## src/rtl/port_ctrl_pkg.sv

```systemverilog
// Purpose: Shared constants for the port pin control block.
// Assumes: One core clock, synchronous active-high reset.
// Notes:   Widths follow the port pin counts.
package port_ctrl_pkg;
  localparam int unsigned PORT_W     = 8;
  localparam int unsigned IRQ_N      = 7;
  localparam int unsigned FRC_BIT    = 6;
  localparam logic [7:0]  DIR_RESET  = 8'hff;
  localparam logic [7:0]  PU_RESET   = 8'h00;
  localparam logic [7:0]  LAT_RESET  = 8'h00;
  typedef enum logic [1:0] {
    EDGE_NONE    = 2'b00,
    EDGE_RISING  = 2'b01,
    EDGE_FALLING = 2'b10,
    EDGE_BOTH    = 2'b11
  } edge_sel_t;
endpackage

```

## src/rtl/mcu_port_pin_control.sv

```systemverilog
// Purpose: Port 1 and port 4 pin control, edge test flag, external irq edges.
// Assumes: Pins and software strobes synchronous to ref_clk.
// Notes:   Software access is by plain write strobes and level ports.
`timescale 1ns/10ps
module mcu_port_pin_control (
  input  wire logic                            ref_clk,
  input  wire logic                            rst,
  input  wire logic [port_ctrl_pkg::PORT_W-1:0] wr_data,
  input  wire logic                            p1_dir_wr,
  input  wire logic                            p1_lat_wr,
  input  wire logic                            p1_pu_wr,
  input  wire logic                            p4_dir_wr,
  input  wire logic                            p4_lat_wr,
  input  wire logic                            p4_pu_wr,
  input  wire logic [port_ctrl_pkg::PORT_W-1:0] analog_sel,
  input  wire logic [port_ctrl_pkg::PORT_W-1:0] port1_pins_i,
  output logic      [port_ctrl_pkg::PORT_W-1:0] port1_pins_o,
  output logic      [port_ctrl_pkg::PORT_W-1:0] port1_pins_oe,
  output logic      [port_ctrl_pkg::PORT_W-1:0] port1_pullup,
  output logic      [port_ctrl_pkg::PORT_W-1:0] port1_val,
  input  wire logic [port_ctrl_pkg::PORT_W-1:0] port4_pins_i,
  output logic      [port_ctrl_pkg::PORT_W-1:0] port4_pins_o,
  output logic      [port_ctrl_pkg::PORT_W-1:0] port4_pins_oe,
  output logic      [port_ctrl_pkg::PORT_W-1:0] port4_pullup,
  output logic      [port_ctrl_pkg::PORT_W-1:0] port4_val,
  input  wire logic                            flag_clr,
  output logic                                 falling_edge_test_flag,
  input  wire logic [port_ctrl_pkg::IRQ_N-1:0]  ext_irq_pins,
  input  wire logic [2*port_ctrl_pkg::IRQ_N-1:0] irq_edge_sel,
  output logic      [port_ctrl_pkg::IRQ_N-1:0]  irq_req,
  input  wire logic [7:0]                      processor_clock_control,
  input  wire logic                            subclock_shared_input_pin,
  output logic                                 subclock_input_valid,
  output logic                                 subclock_input_val
);
  import port_ctrl_pkg::*;

  ////////////////////////////////////////////////////////////////////////////
  // Port bit cells.
  genvar gi;
  generate
    for (gi = 0; gi < PORT_W; gi++) begin : g_bits
      port_bit_cell u_p1 (
        .ref_clk    (ref_clk),
        .rst        (rst),
        .wr_dir     (p1_dir_wr),
        .wr_lat     (p1_lat_wr),
        .wr_pu      (p1_pu_wr),
        .dir_in     (wr_data[gi]),
        .lat_in     (wr_data[gi]),
        .pu_in      (wr_data[gi]),
        .analog_sel (analog_sel[gi]),
        .pin_i      (port1_pins_i[gi]),
        .pin_o      (port1_pins_o[gi]),
        .pin_oe     (port1_pins_oe[gi]),
        .pullup_en  (port1_pullup[gi]),
        .pin_val    (port1_val[gi])
      );
      port_bit_cell u_p4 (
        .ref_clk    (ref_clk),
        .rst        (rst),
        .wr_dir     (p4_dir_wr),
        .wr_lat     (p4_lat_wr),
        .wr_pu      (p4_pu_wr),
        .dir_in     (wr_data[gi]),
        .lat_in     (wr_data[gi]),
        .pu_in      (wr_data[gi]),
        .analog_sel (1'b0),
        .pin_i      (port4_pins_i[gi]),
        .pin_o      (port4_pins_o[gi]),
        .pin_oe     (port4_pins_oe[gi]),
        .pullup_en  (port4_pullup[gi]),
        .pin_val    (port4_val[gi])
      );
    end
  endgenerate

  ////////////////////////////////////////////////////////////////////////////
  // Falling edge test flag on port 4; a set wins over a clear.
  logic [PORT_W-1:0] p4_prev_q;
  logic              flag_q;
  logic              p4_fall;

  always_ff @(posedge ref_clk) begin
    if (rst) begin
      p4_prev_q <= '1;
    end else begin
      p4_prev_q <= port4_pins_i;
    end
  end

  assign p4_fall = |(p4_prev_q & ~port4_pins_i);

  always_ff @(posedge ref_clk) begin
    if (rst) begin
      flag_q <= 1'b0;
    end else if (p4_fall) begin
      flag_q <= 1'b1;
    end else if (flag_clr) begin
      flag_q <= 1'b0;
    end
  end

  assign falling_edge_test_flag = flag_q;

  ////////////////////////////////////////////////////////////////////////////
  // External interrupt edge detection.
  function automatic logic edge_hit(input logic [1:0] sel, input logic prev, input logic cur);
    logic rise;
    logic fall;
    rise = ~prev & cur;
    fall = prev & ~cur;
    edge_hit = (sel[0] & rise) | (sel[1] & fall);
  endfunction

  logic [IRQ_N-1:0] irq_prev_q;
  logic [IRQ_N-1:0] irq_req_q;

  always_ff @(posedge ref_clk) begin
    if (rst) begin
      irq_prev_q <= '0;
    end else begin
      irq_prev_q <= ext_irq_pins;
    end
  end

  generate
    for (gi = 0; gi < IRQ_N; gi++) begin : g_irq
      always_ff @(posedge ref_clk) begin
        if (rst) begin
          irq_req_q[gi] <= 1'b0;
        end else begin
          irq_req_q[gi] <= edge_hit(irq_edge_sel[2*gi +: 2], irq_prev_q[gi],
                                    ext_irq_pins[gi]);
        end
      end
    end
  endgenerate

  assign irq_req = irq_req_q;

  ////////////////////////////////////////////////////////////////////////////
  // Subclock shared input: valid only once the feedback resistor is cut.
  logic sub_val_q;

  always_ff @(posedge ref_clk) begin
    if (rst) begin
      sub_val_q <= 1'b0;
    end else begin
      sub_val_q <= subclock_shared_input_pin;
    end
  end

  assign subclock_input_valid = processor_clock_control[FRC_BIT];
  assign subclock_input_val   = sub_val_q & processor_clock_control[FRC_BIT];

  ////////////////////////////////////////////////////////////////////////////
  // Checks.
  a_reset_inputs: assert property (@(posedge ref_clk)
    rst |=> (port1_pins_oe == '0 && port4_pins_oe == '0 &&
                    port1_pullup == '0 && port4_pullup == '0))
    else $error("pins not input after reset");
  a_dir_write: assert property (@(posedge ref_clk) disable iff (rst)
    p1_dir_wr |=> port1_pins_oe == ~$past(wr_data))
    else $error("direction write not applied");
  a_p4_dir_write: assert property (@(posedge ref_clk) disable iff (rst)
    p4_dir_wr |=> port4_pins_oe == ~$past(wr_data))
    else $error("port 4 direction write not applied");
  a_lat_write: assert property (@(posedge ref_clk) disable iff (rst)
    p1_lat_wr |=> port1_pins_o == $past(wr_data))
    else $error("latch write not applied");
  a_pu_out_off: assert property (@(posedge ref_clk) disable iff (rst)
    (port4_pullup & port4_pins_oe) == '0)
    else $error("pull-up on output pin");
  a_p1_pu_out: assert property (@(posedge ref_clk) disable iff (rst)
    (port1_pullup & port1_pins_oe) == '0)
    else $error("pull-up on port 1 output pin");
  a_pu_analog: assert property (@(posedge ref_clk) disable iff (rst)
    (port1_pullup & analog_sel) == '0)
    else $error("pull-up on analog pin");
  a_flag_fall: assert property (@(posedge ref_clk) disable iff (rst)
    (|($past(port4_pins_i) & ~port4_pins_i)) |=> falling_edge_test_flag)
    else $error("falling edge did not set flag");
  a_flag_hold: assert property (@(posedge ref_clk) disable iff (rst)
    falling_edge_test_flag && !flag_clr |=> falling_edge_test_flag)
    else $error("flag lost without clear");
  a_irq_rise: assert property (@(posedge ref_clk) disable iff (rst)
    (irq_edge_sel[1:0] == EDGE_RISING && $rose(ext_irq_pins[0])) |=> irq_req[0])
    else $error("rising edge missed");
  a_irq_fall_only: assert property (@(posedge ref_clk) disable iff (rst)
    (irq_edge_sel[1:0] == EDGE_FALLING && $rose(ext_irq_pins[0])) |=> !irq_req[0])
    else $error("rising edge taken in falling mode");
  a_irq_fall: assert property (@(posedge ref_clk) disable iff (rst)
    (!$past(rst) && irq_edge_sel[1:0] == EDGE_FALLING &&
     $fell(ext_irq_pins[0])) |=> irq_req[0])
    else $error("falling edge missed");
  a_irq_none: assert property (@(posedge ref_clk) disable iff (rst)
    irq_edge_sel[1:0] == EDGE_NONE |=> !irq_req[0])
    else $error("edge taken with detection off");
  a_sub_gate: assert property (@(posedge ref_clk) disable iff (rst)
    !processor_clock_control[FRC_BIT] |-> !subclock_input_val)
    else $error("subclock input passed without cut");

  c_flag_set: cover property (@(posedge ref_clk) disable iff (rst) $rose(falling_edge_test_flag));
  c_irq_both: cover property (@(posedge ref_clk) disable iff (rst)
    irq_edge_sel[1:0] == EDGE_BOTH ##1 irq_req[0]);
  c_output: cover property (@(posedge ref_clk) disable iff (rst) |port1_pins_oe);

  // Scenario coverage for analog select and the subclock input.
  c_analog: cover property (@(posedge ref_clk) disable iff (rst)
    (|analog_sel) && (|port1_pullup));
  c_sub_input: cover property (@(posedge ref_clk) disable iff (rst) $rose(subclock_input_val));
endmodule

```

## src/rtl/port_bit_cell.sv

```systemverilog
// Purpose: One bidirectional port bit with direction, latch and pull-up.
// Assumes: Inputs synchronous to ref_clk.
// Notes:   Pull-up is suppressed in output mode and when analog is selected.
`timescale 1ns/10ps
module port_bit_cell (
  input  wire logic ref_clk,
  input  wire logic rst,
  input  wire logic wr_dir,
  input  wire logic wr_lat,
  input  wire logic wr_pu,
  input  wire logic dir_in,
  input  wire logic lat_in,
  input  wire logic pu_in,
  input  wire logic analog_sel,
  input  wire logic pin_i,
  output logic      pin_o,
  output logic      pin_oe,
  output logic      pullup_en,
  output logic      pin_val
);
  logic dir_q;
  logic lat_q;
  logic pu_q;
  logic val_q;

  // Direction bit: 1 means input.
  always_ff @(posedge ref_clk) begin
    if (rst) begin
      dir_q <= 1'b1;
    end else if (wr_dir) begin
      dir_q <= dir_in;
    end
  end

  always_ff @(posedge ref_clk) begin
    if (rst) begin
      lat_q <= 1'b0;
    end else if (wr_lat) begin
      lat_q <= lat_in;
    end
  end

  always_ff @(posedge ref_clk) begin
    if (rst) begin
      pu_q <= 1'b0;
    end else if (wr_pu) begin
      pu_q <= pu_in;
    end
  end

  always_ff @(posedge ref_clk) begin
    if (rst) begin
      val_q <= 1'b0;
    end else begin
      val_q <= dir_q ? pin_i : lat_q;
    end
  end

  assign pin_o     = lat_q;
  assign pin_oe    = ~dir_q;
  assign pullup_en = pu_q & dir_q & ~analog_sel;
  assign pin_val   = val_q;
endmodule

```

## config.mk

```make
export PLATFORM = sky130hd
export DESIGN_NAME = mcu_port_pin_control
export DESIGN_NICKNAME = d
export VERILOG_FILES = /design/src/rtl/port_ctrl_pkg.sv /design/src/rtl/mcu_port_pin_control.sv /design/src/rtl/port_bit_cell.sv
export SDC_FILE = /design/constraint.sdc
export NUM_CORES = 1
export LEC_CHECK = 0
export BUFFER_PORTS_ARGS = -buffer_cell sky130_fd_sc_hd__buf_2
export CAP_MARGIN = 20
export CORE_ASPECT_RATIO = 2
export CORE_MARGIN = 2
export CORE_UTILIZATION = 40
export CTS_CLUSTER_DIAMETER = 60
export CTS_CLUSTER_SIZE = 14
export DETAILED_ROUTE_END_ITERATION = 12
export PLACE_DENSITY = 0.73
export SETUP_SLACK_MARGIN = 0.1
export SLEW_MARGIN = 5
export SYNTH_ARGS = -nofsm -noshare
export SYNTH_HDL_FRONTEND = slang
export SYNTH_HIERARCHICAL = 1
export SYNTH_SLANG_ARGS = --single-unit
```

## constraint.sdc

```tcl
create_clock -name ref_clk -period 1.6 [get_ports ref_clk]
set_clock_uncertainty 0.2 [all_clocks]
set_input_delay 0.24 -clock ref_clk [delete_from_list [all_inputs] [get_ports ref_clk]]
set_output_delay 0.24 -clock ref_clk [all_outputs]
set_load 0.05 [all_outputs]
```

==> flow_summary_export.csv, run 1 <==
group,metric,value,unit
clock_network,clk_pin_slew_worst_paths,0.06,ns
sta,hold_violations,0,
detailed_routing,ant_nets,0,
worst_setup_path,max_stage_delay,0.35,ns
worst_setup_path,path_delay_family,"flip-flops",
worst_setup_path,path_class,"reg -> out",
finish,finalInstanceArea,5100,sq um
worst_setup_path,arrival,1.04,ns
global_route,met1_usage,18.5,%
worst_setup_path,endpoint_kind,"output port",
logic_synthesis,synth_warnings,6,
logic_synthesis,ys_types,19,
floorplanning,die_width,68.1,microns
logic_synthesis,yosys-top-cells-count,"dfxtp_1, nor2_1, mux2i_1",
power,power,5360,uW
clock_network,clkLatencyLatePin,0.33,ns
clock_network,cts-root-buf,"clkbuf_16",
logic_synthesis,seq_area_frac_synth,53.5,%
floorplanning,dieArea,9010,sq um
min_path,min_path_type,"in -> reg",
detailed_routing,routed_wl,8920,microns
global_route,antenna_found_initial,0,
sta,max_freq,0.677,GHz
global_route,grt.busiest_layer,"met2",
min_path,hold_end,"g_bits[4].u_p4/dir_q",
sta,holdWs,0.00908,ns
floorplanning,initial_core_util,41.4,%
clock_network,cts_inserted_buffers,9,
logic_synthesis,synthesis.area,3290,sq um
sta,setup_viol,0,
logic_synthesis,synth.top_cell.area_share,53.5,%
global_route,grt_pass1_vias,3060,
sta,rsz0062_at_grt,"yes",
min_path,hold_start,"wr_data[4]",
finish,insertedDiodeCount,0,
sta,setup_tns,0,ns
detailed_routing,vias,3054,
global_route,grtUsageMet2,38.1,%
clock_network,cts.sinks,88,
power,power.leakage,0.00265,uW
placed_design,hpwl,6010,microns
logic_synthesis,async_flop_share,0,%
global_route,grt_util_met3,4.70,%
sta,drv_slew,0,
logic_synthesis,synth-seq-cells,88,
min_path,holdPathStages,3,
worst_setup_path,required,1.16,ns
placed_design,port_buffers,137,
worst_setup_path,crit_start,"g_bits[7].u_p4/dir_q",
detailed_routing,dr.first_iter.drc_count,97,
global_route,overflow,0,
sta,period_minus_slack,1.48,ns
detailed_routing,drt-pass1-iter-count,4,
worst_setup_path,cp_max_fo,3,
logic_synthesis,synthMostInstantiatedCell,"dfxtp_1",
global_route,grt.total_usage,20.3,%
logic_synthesis,syn-instance-count,335,
worst_setup_path,cp-start-kind,"register",
worst_setup_path,path_buf_inv,1,
worst_setup_path,rr_worst_depth,2,
sta,period_share,92.3,%
floorplanning,rows,46,
finish,areaGrowthSynthToFinish,55.0,%
logic_synthesis,yosysTopAreaCell,"dfxtp_1",
logic_synthesis,avgSynthCellArea,9.82,sq um
status,status,"completed",
finish,nets,613,
placed_design,place_congestion,0.803,
placed_design,dpl_cell_area,4160,sq um
worst_setup_path,ff2ff_setup_slack,0.44,ns
finish,post-route-util,64.2,%
finish,drive_gt1_share,40.4,%
global_route,grt_pass1_wl,13800,microns
floorplanning,die_h,132,microns
detailed_routing,drc,0,
clock_network,h-tree-depth,3,
worst_setup_path,worst_path_max_delay_cell,"dfxtp_2",
logic_synthesis,synthTopCellsByArea,"dfxtp_1, mux2i_1, nor2_1",
worst_setup_path,crit-reg2reg-launch,"p4_prev_q[0]",
detailed_routing,post_drt_wl_per_cell,13.9,microns
power,power_density,1050,nW/um^2
logic_synthesis,synth-main-ff-cell,"dfxtp_1",
power,ir_drop,0.658,mV
logic_synthesis,synth-edff-count,0,
detailed_routing,avgViaCountPerCell,4.75,
job,drv_cap,0,
worst_setup_path,crit_chain,"nand2_2 -> nor2_4 -> buf_8",
clock_network,cts_buffer_depth,2,
floorplanning,ioPinCount,145,
finish,fill_cells,653,
worst_setup_path,crit-reg2reg-capture,"falling_edge_test_flag",
clock_network,cts_tree,"yes",
floorplanning,core_area,7940,sq um
global_route,grt_start_max_net_pins,33,
## routing by layer
layer	vias to the layer above	wire length, microns
met4	0	398
met2	105	5080
met1	1425	3010
met3	30	433
li1	1494	-
met5	-	0
## kinds of logic after synthesis
logic type,Yosys count,share of synthesized area (%)
simple gates,130,18.2
flops,88,53.5
mux,48,14.6
buf+inv,41,4.87
compound gates,27,8.71
other cells,1,0.114
## flip-flops by register name, indices dropped and copies added (netlist names), 7 cells and up
name                 flops
g_bits.u_p1/dir_q        8
g_bits.u_p1/pin_o        8
g_bits.u_p1/pin_val      8
g_bits.u_p1/pu_q         8
g_bits.u_p4/dir_q        8
g_bits.u_p4/pin_o        8
g_bits.u_p4/pin_val      8
g_bits.u_p4/pu_q         8
irq_prev_q               7
irq_req                  7
p4_prev_q                8
## how the worst max path moves through the flow
stage                             endpoint  slack [ns]  depth (start not counted)
global placement      g_bits[4].u_p4/dir_q        0.30                          4
detailed placement  falling_edge_test_flag        0.27                          4
CTS                        port4_pullup[7]        0.06                          3
global route               port1_pullup[5]        0.07                          3
finish                     port4_pullup[7]        0.12                          3
floorplan                  port1_pullup[0]        0.12                          2
## cell type report
cell class	count	area, sq um	area share [%]
clock buffers	12	246	4.83
well taps	96	120	2.35
inverters	38	143	2.80
multi-input cells	213	1450	28.5
clock inverters	4	20.0	0.392
flip-flops and latches	88	1790	35.1
repair buffers	192	1330	26.1
## power by group
part / internal, uW / leakage, uW / switching (uW)
logic: 385 / 0.00178 / 679
clock network: 1080 / 0.000136 / 806
registers: 2330 / 0.000728 / 75.1
## timing repair
item | in CTS | in global routing
resized for setup | 43 | 36
hold buffers | 42 | 0
endpoints found under the hold margin | 43 | 0
setup buffers | 0 | 7
endpoints found under the setup margin | 16 | 22
pin swaps | 0 | 6
## cells in the final DEF, fill, tap and decap left out
cell type | netlist | routed
buf_6 | 0 | 15
nand2_1 | 32 | 28
mux2i_1 | 48 | 48
clkbuf_1 | 0 | 2
a22oi_1 | 1 | 1
nor2_2 | 0 | 10
inv_1 | 38 | 38
and2_1 | 1 | 1
a21oi_1 | 7 | 7
nor2b_1 | 10 | 10
clkbuf_16 | 0 | 9
buf_4 | 1 | 12
buf_2 | 2 | 117
dlygate4sd3_1 | 0 | 42
clkbuf_8 | 0 | 1
conb_1 | 1 | 8
a222oi_1 | 1 | 1
dfxtp_2 | 0 | 22
o211ai_2 | 16 | 16
nand2_2 | 0 | 4
dfxtp_1 | 88 | 66
nor2_1 | 64 | 51
buf_8 | 0 | 1
buf_12 | 0 | 1
nor2b_4 | 1 | 1
a2111oi_4 | 1 | 1
nor2_4 | 0 | 3
clkbuf_4 | 0 | 4
nand3b_1 | 14 | 14
clkinv_2 | 0 | 4
a31oi_1 | 1 | 1
or2_1 | 8 | 8
## per-stage QoR
step                      instances  worst slack (ns)
after global placement          578             0.298
after global routing            643            0.0687
after CTS                       636            0.0614
final                           643             0.123
after detailed placement        578             0.273
after floorplan                 342             0.119
## worst reg2reg max path: stages (launching register included)
cell      delay (ns)
dfxtp_1         0.30
a222oi_1        0.40
a31oi_1         0.13
No activity file was read; power rests on OpenSTA's default activity.
==> run 2: changes to the inputs <==
==> constraint.sdc (replaced) <==
create_clock -name ref_clk -period 1.6 [get_ports ref_clk]
set_clock_uncertainty 0.2 [all_clocks]
set_input_delay 0.08 -clock ref_clk [delete_from_list [all_inputs] [get_ports ref_clk]]
set_output_delay 0.08 -clock ref_clk [all_outputs]
set_load 0.05 [all_outputs]
==> flow_summary_export.csv, run 2 (synthesis results as in run 1) <==
group,metric,value,unit
status,status,"completed",
worst_setup_path,crit_chain,"dlygate4sd3_1 -> buf_4 -> nand2_1 -> o211ai_2 -> dlygate4sd3_1",
worst_setup_path,cp_max_fo,6,
floorplanning,rows,46,
worst_setup_path,required,1.61,ns
detailed_routing,dr.first_iter.drc_count,101,
power,power,5440,uW
clock_network,clk_pin_slew_worst_paths,0.05,ns
detailed_routing,drc,0,
sta,holdWs,0.00792,ns
finish,final_cells,655,
global_route,grt_pass1_vias,3242,
worst_setup_path,endpoint_kind,"register",
worst_setup_path,path_delay_family,"buffers and inverters",
finish,areaGrowthSynthToFinish,54.2,%
finish,final_common_cell,"buf_2",
global_route,grt.total_usage,21.7,%
global_route,grt_pass1_wl,14600,microns
finish,fill_cells,655,
global_route,overflow,0,
worst_setup_path,path_class,"in -> reg",
sta,period_share,92.5,%
power,power.leakage,0.00270,uW
sta,slew_headroom,63.0,%
global_route,grt_start_max_net_pins,28,
sta,setup_viol,0,
power,power_density,1070,nW/um^2
worst_setup_path,max_stage_delay,0.56,ns
finish,nets,625,
worst_setup_path,path_buf_inv,3,
floorplanning,die_width,68.1,microns
power,power_frac_seq,44.2,%
sta,period_minus_slack,1.48,ns
power,combPwrFrac,19.4,%
worst_setup_path,critPathMostFrequentCell,"dlygate4sd3_1",
detailed_routing,ant_nets,0,
finish,insertedDiodeCount,0,
power,p_int,3910,uW
sta,worstMarginPinSlew,0.553,ns
finish,post-route-util,63.9,%
detailed_routing,routed_wl,9340,microns
sta,setup_tns,0,ns
placed_design,port_buffers,137,
finish,drive_gt1_share,32.0,%
detailed_routing,drt-pass1-iter-count,5,
worst_setup_path,arrival,1.49,ns
worst_setup_path,worst_path_max_delay_cell,"dlygate4sd3_1",
sta,drv_slew,0,
min_path,min_path_type,"in -> reg",
floorplanning,ioPinCount,145,
detailed_routing,post_drt_wl_per_cell,14.3,microns
clock_network,h-tree-depth,3,
sta,hold_violations,0,
finish,final_cell_mix,"buf_2, dfxtp_1, nor2_1",
power,swShare,28.1,%
sta,max_freq,0.676,GHz
clock_network,cts_buffer_depth,2,
clock_network,cts-root-buf,"clkbuf_16",
power,power.switching,1530,uW
detailed_routing,vias,3102,
clock_network,cts_tree,"yes",
floorplanning,initial_core_util,41.4,%
job,drv_cap,0,
detailed_routing,avgViaCountPerCell,4.74,
placed_design,hpwl,6030,microns
floorplanning,die_h,132,microns
clock_network,clkLatencyLatePin,0.33,ns
global_route,antenna_found_initial,0,
floorplanning,dieArea,9010,sq um
placed_design,dp_cells,582,
clock_network,cts.sinks,88,
power,ir_drop,0.631,mV
power,power_frac_clock,36.4,%
worst_setup_path,cp-start-kind,"input port",
placed_design,place_congestion,0.790,
floorplanning,core_area,7940,sq um
clock_network,cts_inserted_buffers,9,
sta,rsz0062_at_grt,"no",
-- run 2: per-layer routing --
layer | routed length (microns) | GRT usage (%) | up-vias | part of all wire (%)
met5 | 0 | 0 | - | 0
met4 | 414 | 15.4 | 0 | 4.4
li1 | - | - | 1523 | -
met3 | 423 | 4.10 | 29 | 4.5
met1 | 3010 | 19.4 | 1434 | 32
met2 | 5490 | 40.1 | 116 | 59
-- run 2: final cells by class --
class	count	area [sq um]	area share, %
Timing Repair Buffer	204	1370	27.0
Inverter	38	143	2.81
Clock buffer	12	236	4.66
Sequential cell	88	1760	34.7
Tap cell	96	120	2.37
Multi-Input combinational cell	213	1400	27.5
Clock inverter	4	45.0	0.888
-- run 2: worst paths after layout --
path                   startpoint              endpoint  slack [ns]  depth (start not counted)
max                    wr_data[2]  g_bits[2].u_p4/dir_q        0.12                          5
min reg2reg         irq_prev_q[3]            irq_req[3]        0.28                          2
min                           rst  g_bits[6].u_p4/pin_o       0.008                          2
max reg2reg  g_bits[2].u_p4/dir_q  g_bits[2].u_p4/dir_q        0.18                          3
-- run 2: timing repair --
| item | 4_1_cts | 5_1_grt |
|---|---|---|
| setup buffers | 0 | 0 |
| setup endpoints to repair | 0 | 9 |
| hold endpoints to repair | 88 | 3 |
| hold buffers | 61 | 3 |
| gates resized for setup | 0 | 9 |
-- run 2: metrics by stage --
step	cell area, sq um	worst slack (ns)
final	5070	0.121
after global routing	5070	0.104
after CTS	5100	0.114
after detailed placement	4210	0.394
after global placement	4210	0.425
after floorplan	3320	0.266
-- run 2: power groups by stage --
| stage | logic [uW] | clock network (uW) | registers, uW |
|---|---|---|---|
| after floorplan | 399 | 0 | 2650 |
| after global placement | 913 | 0 | 2440 |
| after detailed placement | 932 | 0 | 2450 |
| after CTS | 1060 | 2040 | 2400 |
| after global routing | 1130 | 2130 | 2420 |
| final | 1060 | 1980 | 2400 |
==> run 3: changes to the inputs <==
--- a/config.mk
+++ b/config.mk
@@ -6,13 +6,13 @@
 export NUM_CORES = 1
 export LEC_CHECK = 0
 export BUFFER_PORTS_ARGS = -buffer_cell sky130_fd_sc_hd__buf_2
-export CAP_MARGIN = 20
 export CORE_ASPECT_RATIO = 2
 export CORE_MARGIN = 2
 export CORE_UTILIZATION = 40
 export CTS_CLUSTER_DIAMETER = 60
 export CTS_CLUSTER_SIZE = 14
 export DETAILED_ROUTE_END_ITERATION = 12
+export GPL_TIMING_DRIVEN = 0
 export PLACE_DENSITY = 0.73
 export SETUP_SLACK_MARGIN = 0.1
 export SLEW_MARGIN = 5
==> flow_summary_export.csv, run 3 (synthesis results as in run 1) <==
group,metric,value,unit
finish,drive_gt1_share,31.3,%
power,power,5310,uW
worst_setup_path,crit_start,"g_bits[7].u_p4/dir_q",
sta,period_minus_slack,1.43,ns
worst_setup_path,cp-start-kind,"register",
worst_setup_path,path_class,"reg -> out",
placed_design,port_buffers,137,
global_route,grt_start_max_net_pins,71,
finish,finalInstanceArea,4920,sq um
floorplanning,die_h,132,microns
placed_design,place_congestion,0.781,
floorplanning,rows,46,
sta,holdWs,0.0224,ns
status,status,"completed",
job,drv_cap,0,
global_route,grt_pass1_vias,2989,
clock_network,cts_inserted_buffers,9,
sta,period_share,89.1,%
floorplanning,initial_core_util,41.4,%
finish,final_cell_mix,"buf_2, dfxtp_1, nor2_1",
detailed_routing,avgViaCountPerCell,4.65,
worst_setup_path,crit-reg2reg-launch,"p4_prev_q[1]",
finish,nets,613,
global_route,grt_pass1_wl,13500,microns
sta,setup_tns,0,ns
clock_network,post-cts-setup-buffers,0,
sta,setup_viol,0,
worst_setup_path,cp_max_fo,3,
global_route,grtUsageMet2,37.0,%
clock_network,clkLatencyLatePin,0.34,ns
clock_network,cts_buffer_depth,2,
placed_design,hpwl,6010,microns
clock_network,h-tree-depth,3,
power,power.leakage,0.00262,uW
power,power_density,1080,nW/um^2
finish,final_cells,643,
min_path,hold_start,"flag_clr",
worst_setup_path,endpoint_kind,"output port",
global_route,overflow,0,
floorplanning,core_area,7940,sq um
clock_network,clk_pin_slew_worst_paths,0.06,ns
global_route,grt_util_met3,5.38,%
floorplanning,die_width,68.1,microns
detailed_routing,routed_wl,8590,microns
finish,areaGrowthSynthToFinish,49.4,%
worst_setup_path,required,1.32,ns
placed_design,dpl_cell_area,4120,sq um
sta,max_freq,0.701,GHz
detailed_routing,dr.first_iter.drc_count,88,
clock_network,cts.sinks,88,
finish,final_common_cell,"buf_2",
finish,insertedDiodeCount,0,
sta,drv_slew,0,
sta,hold_violations,0,
detailed_routing,drt-pass1-iter-count,5,
sta,slew_headroom,49.3,%
detailed_routing,drc,0,
worst_setup_path,arrival,1.15,ns
power,ir_drop,0.651,mV
floorplanning,dieArea,9010,sq um
placed_design,dp_cells,575,
sta,rsz0062_at_grt,"no",
global_route,grt.busiest_layer,"met2",
worst_setup_path,ff2ff_setup_slack,0.44,ns
finish,fill_cells,673,
global_route,met1_usage,18.3,%
detailed_routing,vias,2992,
global_route,antenna_found_initial,0,
min_path,min_path_type,"in -> reg",
sta,worstMarginPinSlew,0.760,ns
clock_network,cts_tree,"yes",
detailed_routing,post_drt_wl_per_cell,13.4,microns
detailed_routing,ant_nets,0,
global_route,grt.total_usage,19.9,%
clock_network,cts-root-buf,"clkbuf_16",
floorplanning,ioPinCount,145,
run 3: area by class of cell:
cell class / count / area (sq um) / area share, %
well taps: 96 / 120 / 2.44
repair buffers: 189 / 1210 / 24.6
clock inverters: 3 / 17.5 / 0.356
inverters: 38 / 143 / 2.90
clock buffers: 13 / 250 / 5.09
flip-flops and latches: 88 / 1760 / 35.8
multi-input cells: 213 / 1400 / 28.4
plain buffers: 3 / 17.5 / 0.356
run 3: timing repair:
action	in CTS	in global routing
resized for setup	0	3
hold buffers	52	0
endpoints found under the setup margin	0	21
endpoints found under the hold margin	88	0
run 3: critical path, cell delays in order (launching register included):
cell     delay, ns
dfxtp_1       0.36
nand2_1       0.06
nor2_1        0.11
buf_2         0.28
run 3: per-stage QoR:
step                utilization (%)  setup WS (ns)
floorplan                         -          0.266
global placement               51.9         -0.223
detailed placement             51.9         -0.244
CTS                            61.8          0.104
global route                   61.9          0.110
finish                         61.9          0.174
run 3: final timing paths:
path,end,cells after the start
hold / removal,falling_edge_test_flag,4
hold reg to reg,irq_req[4],2
setup / recovery,port4_pullup[7],3
setup reg to reg,falling_edge_test_flag,3
run 3: power by group:
group          switching, uW  leakage (uW)  total [uW]  internal [uW]
logic                    660       0.00176        1010            354
clock network            803      0.000130        1890           1090
registers               72.4      0.000730        2400           2330
run 3: routing by layer:
metal | share of wire [%] | up-vias | routed length [microns]
met1 | 36 | 1374 | 3100
met2 | 56 | 106 | 4820
met3 | 4.9 | 18 | 417
met4 | 2.8 | 0 | 244
li1 | - | 1494 | -
met5 | 0 | - | 0
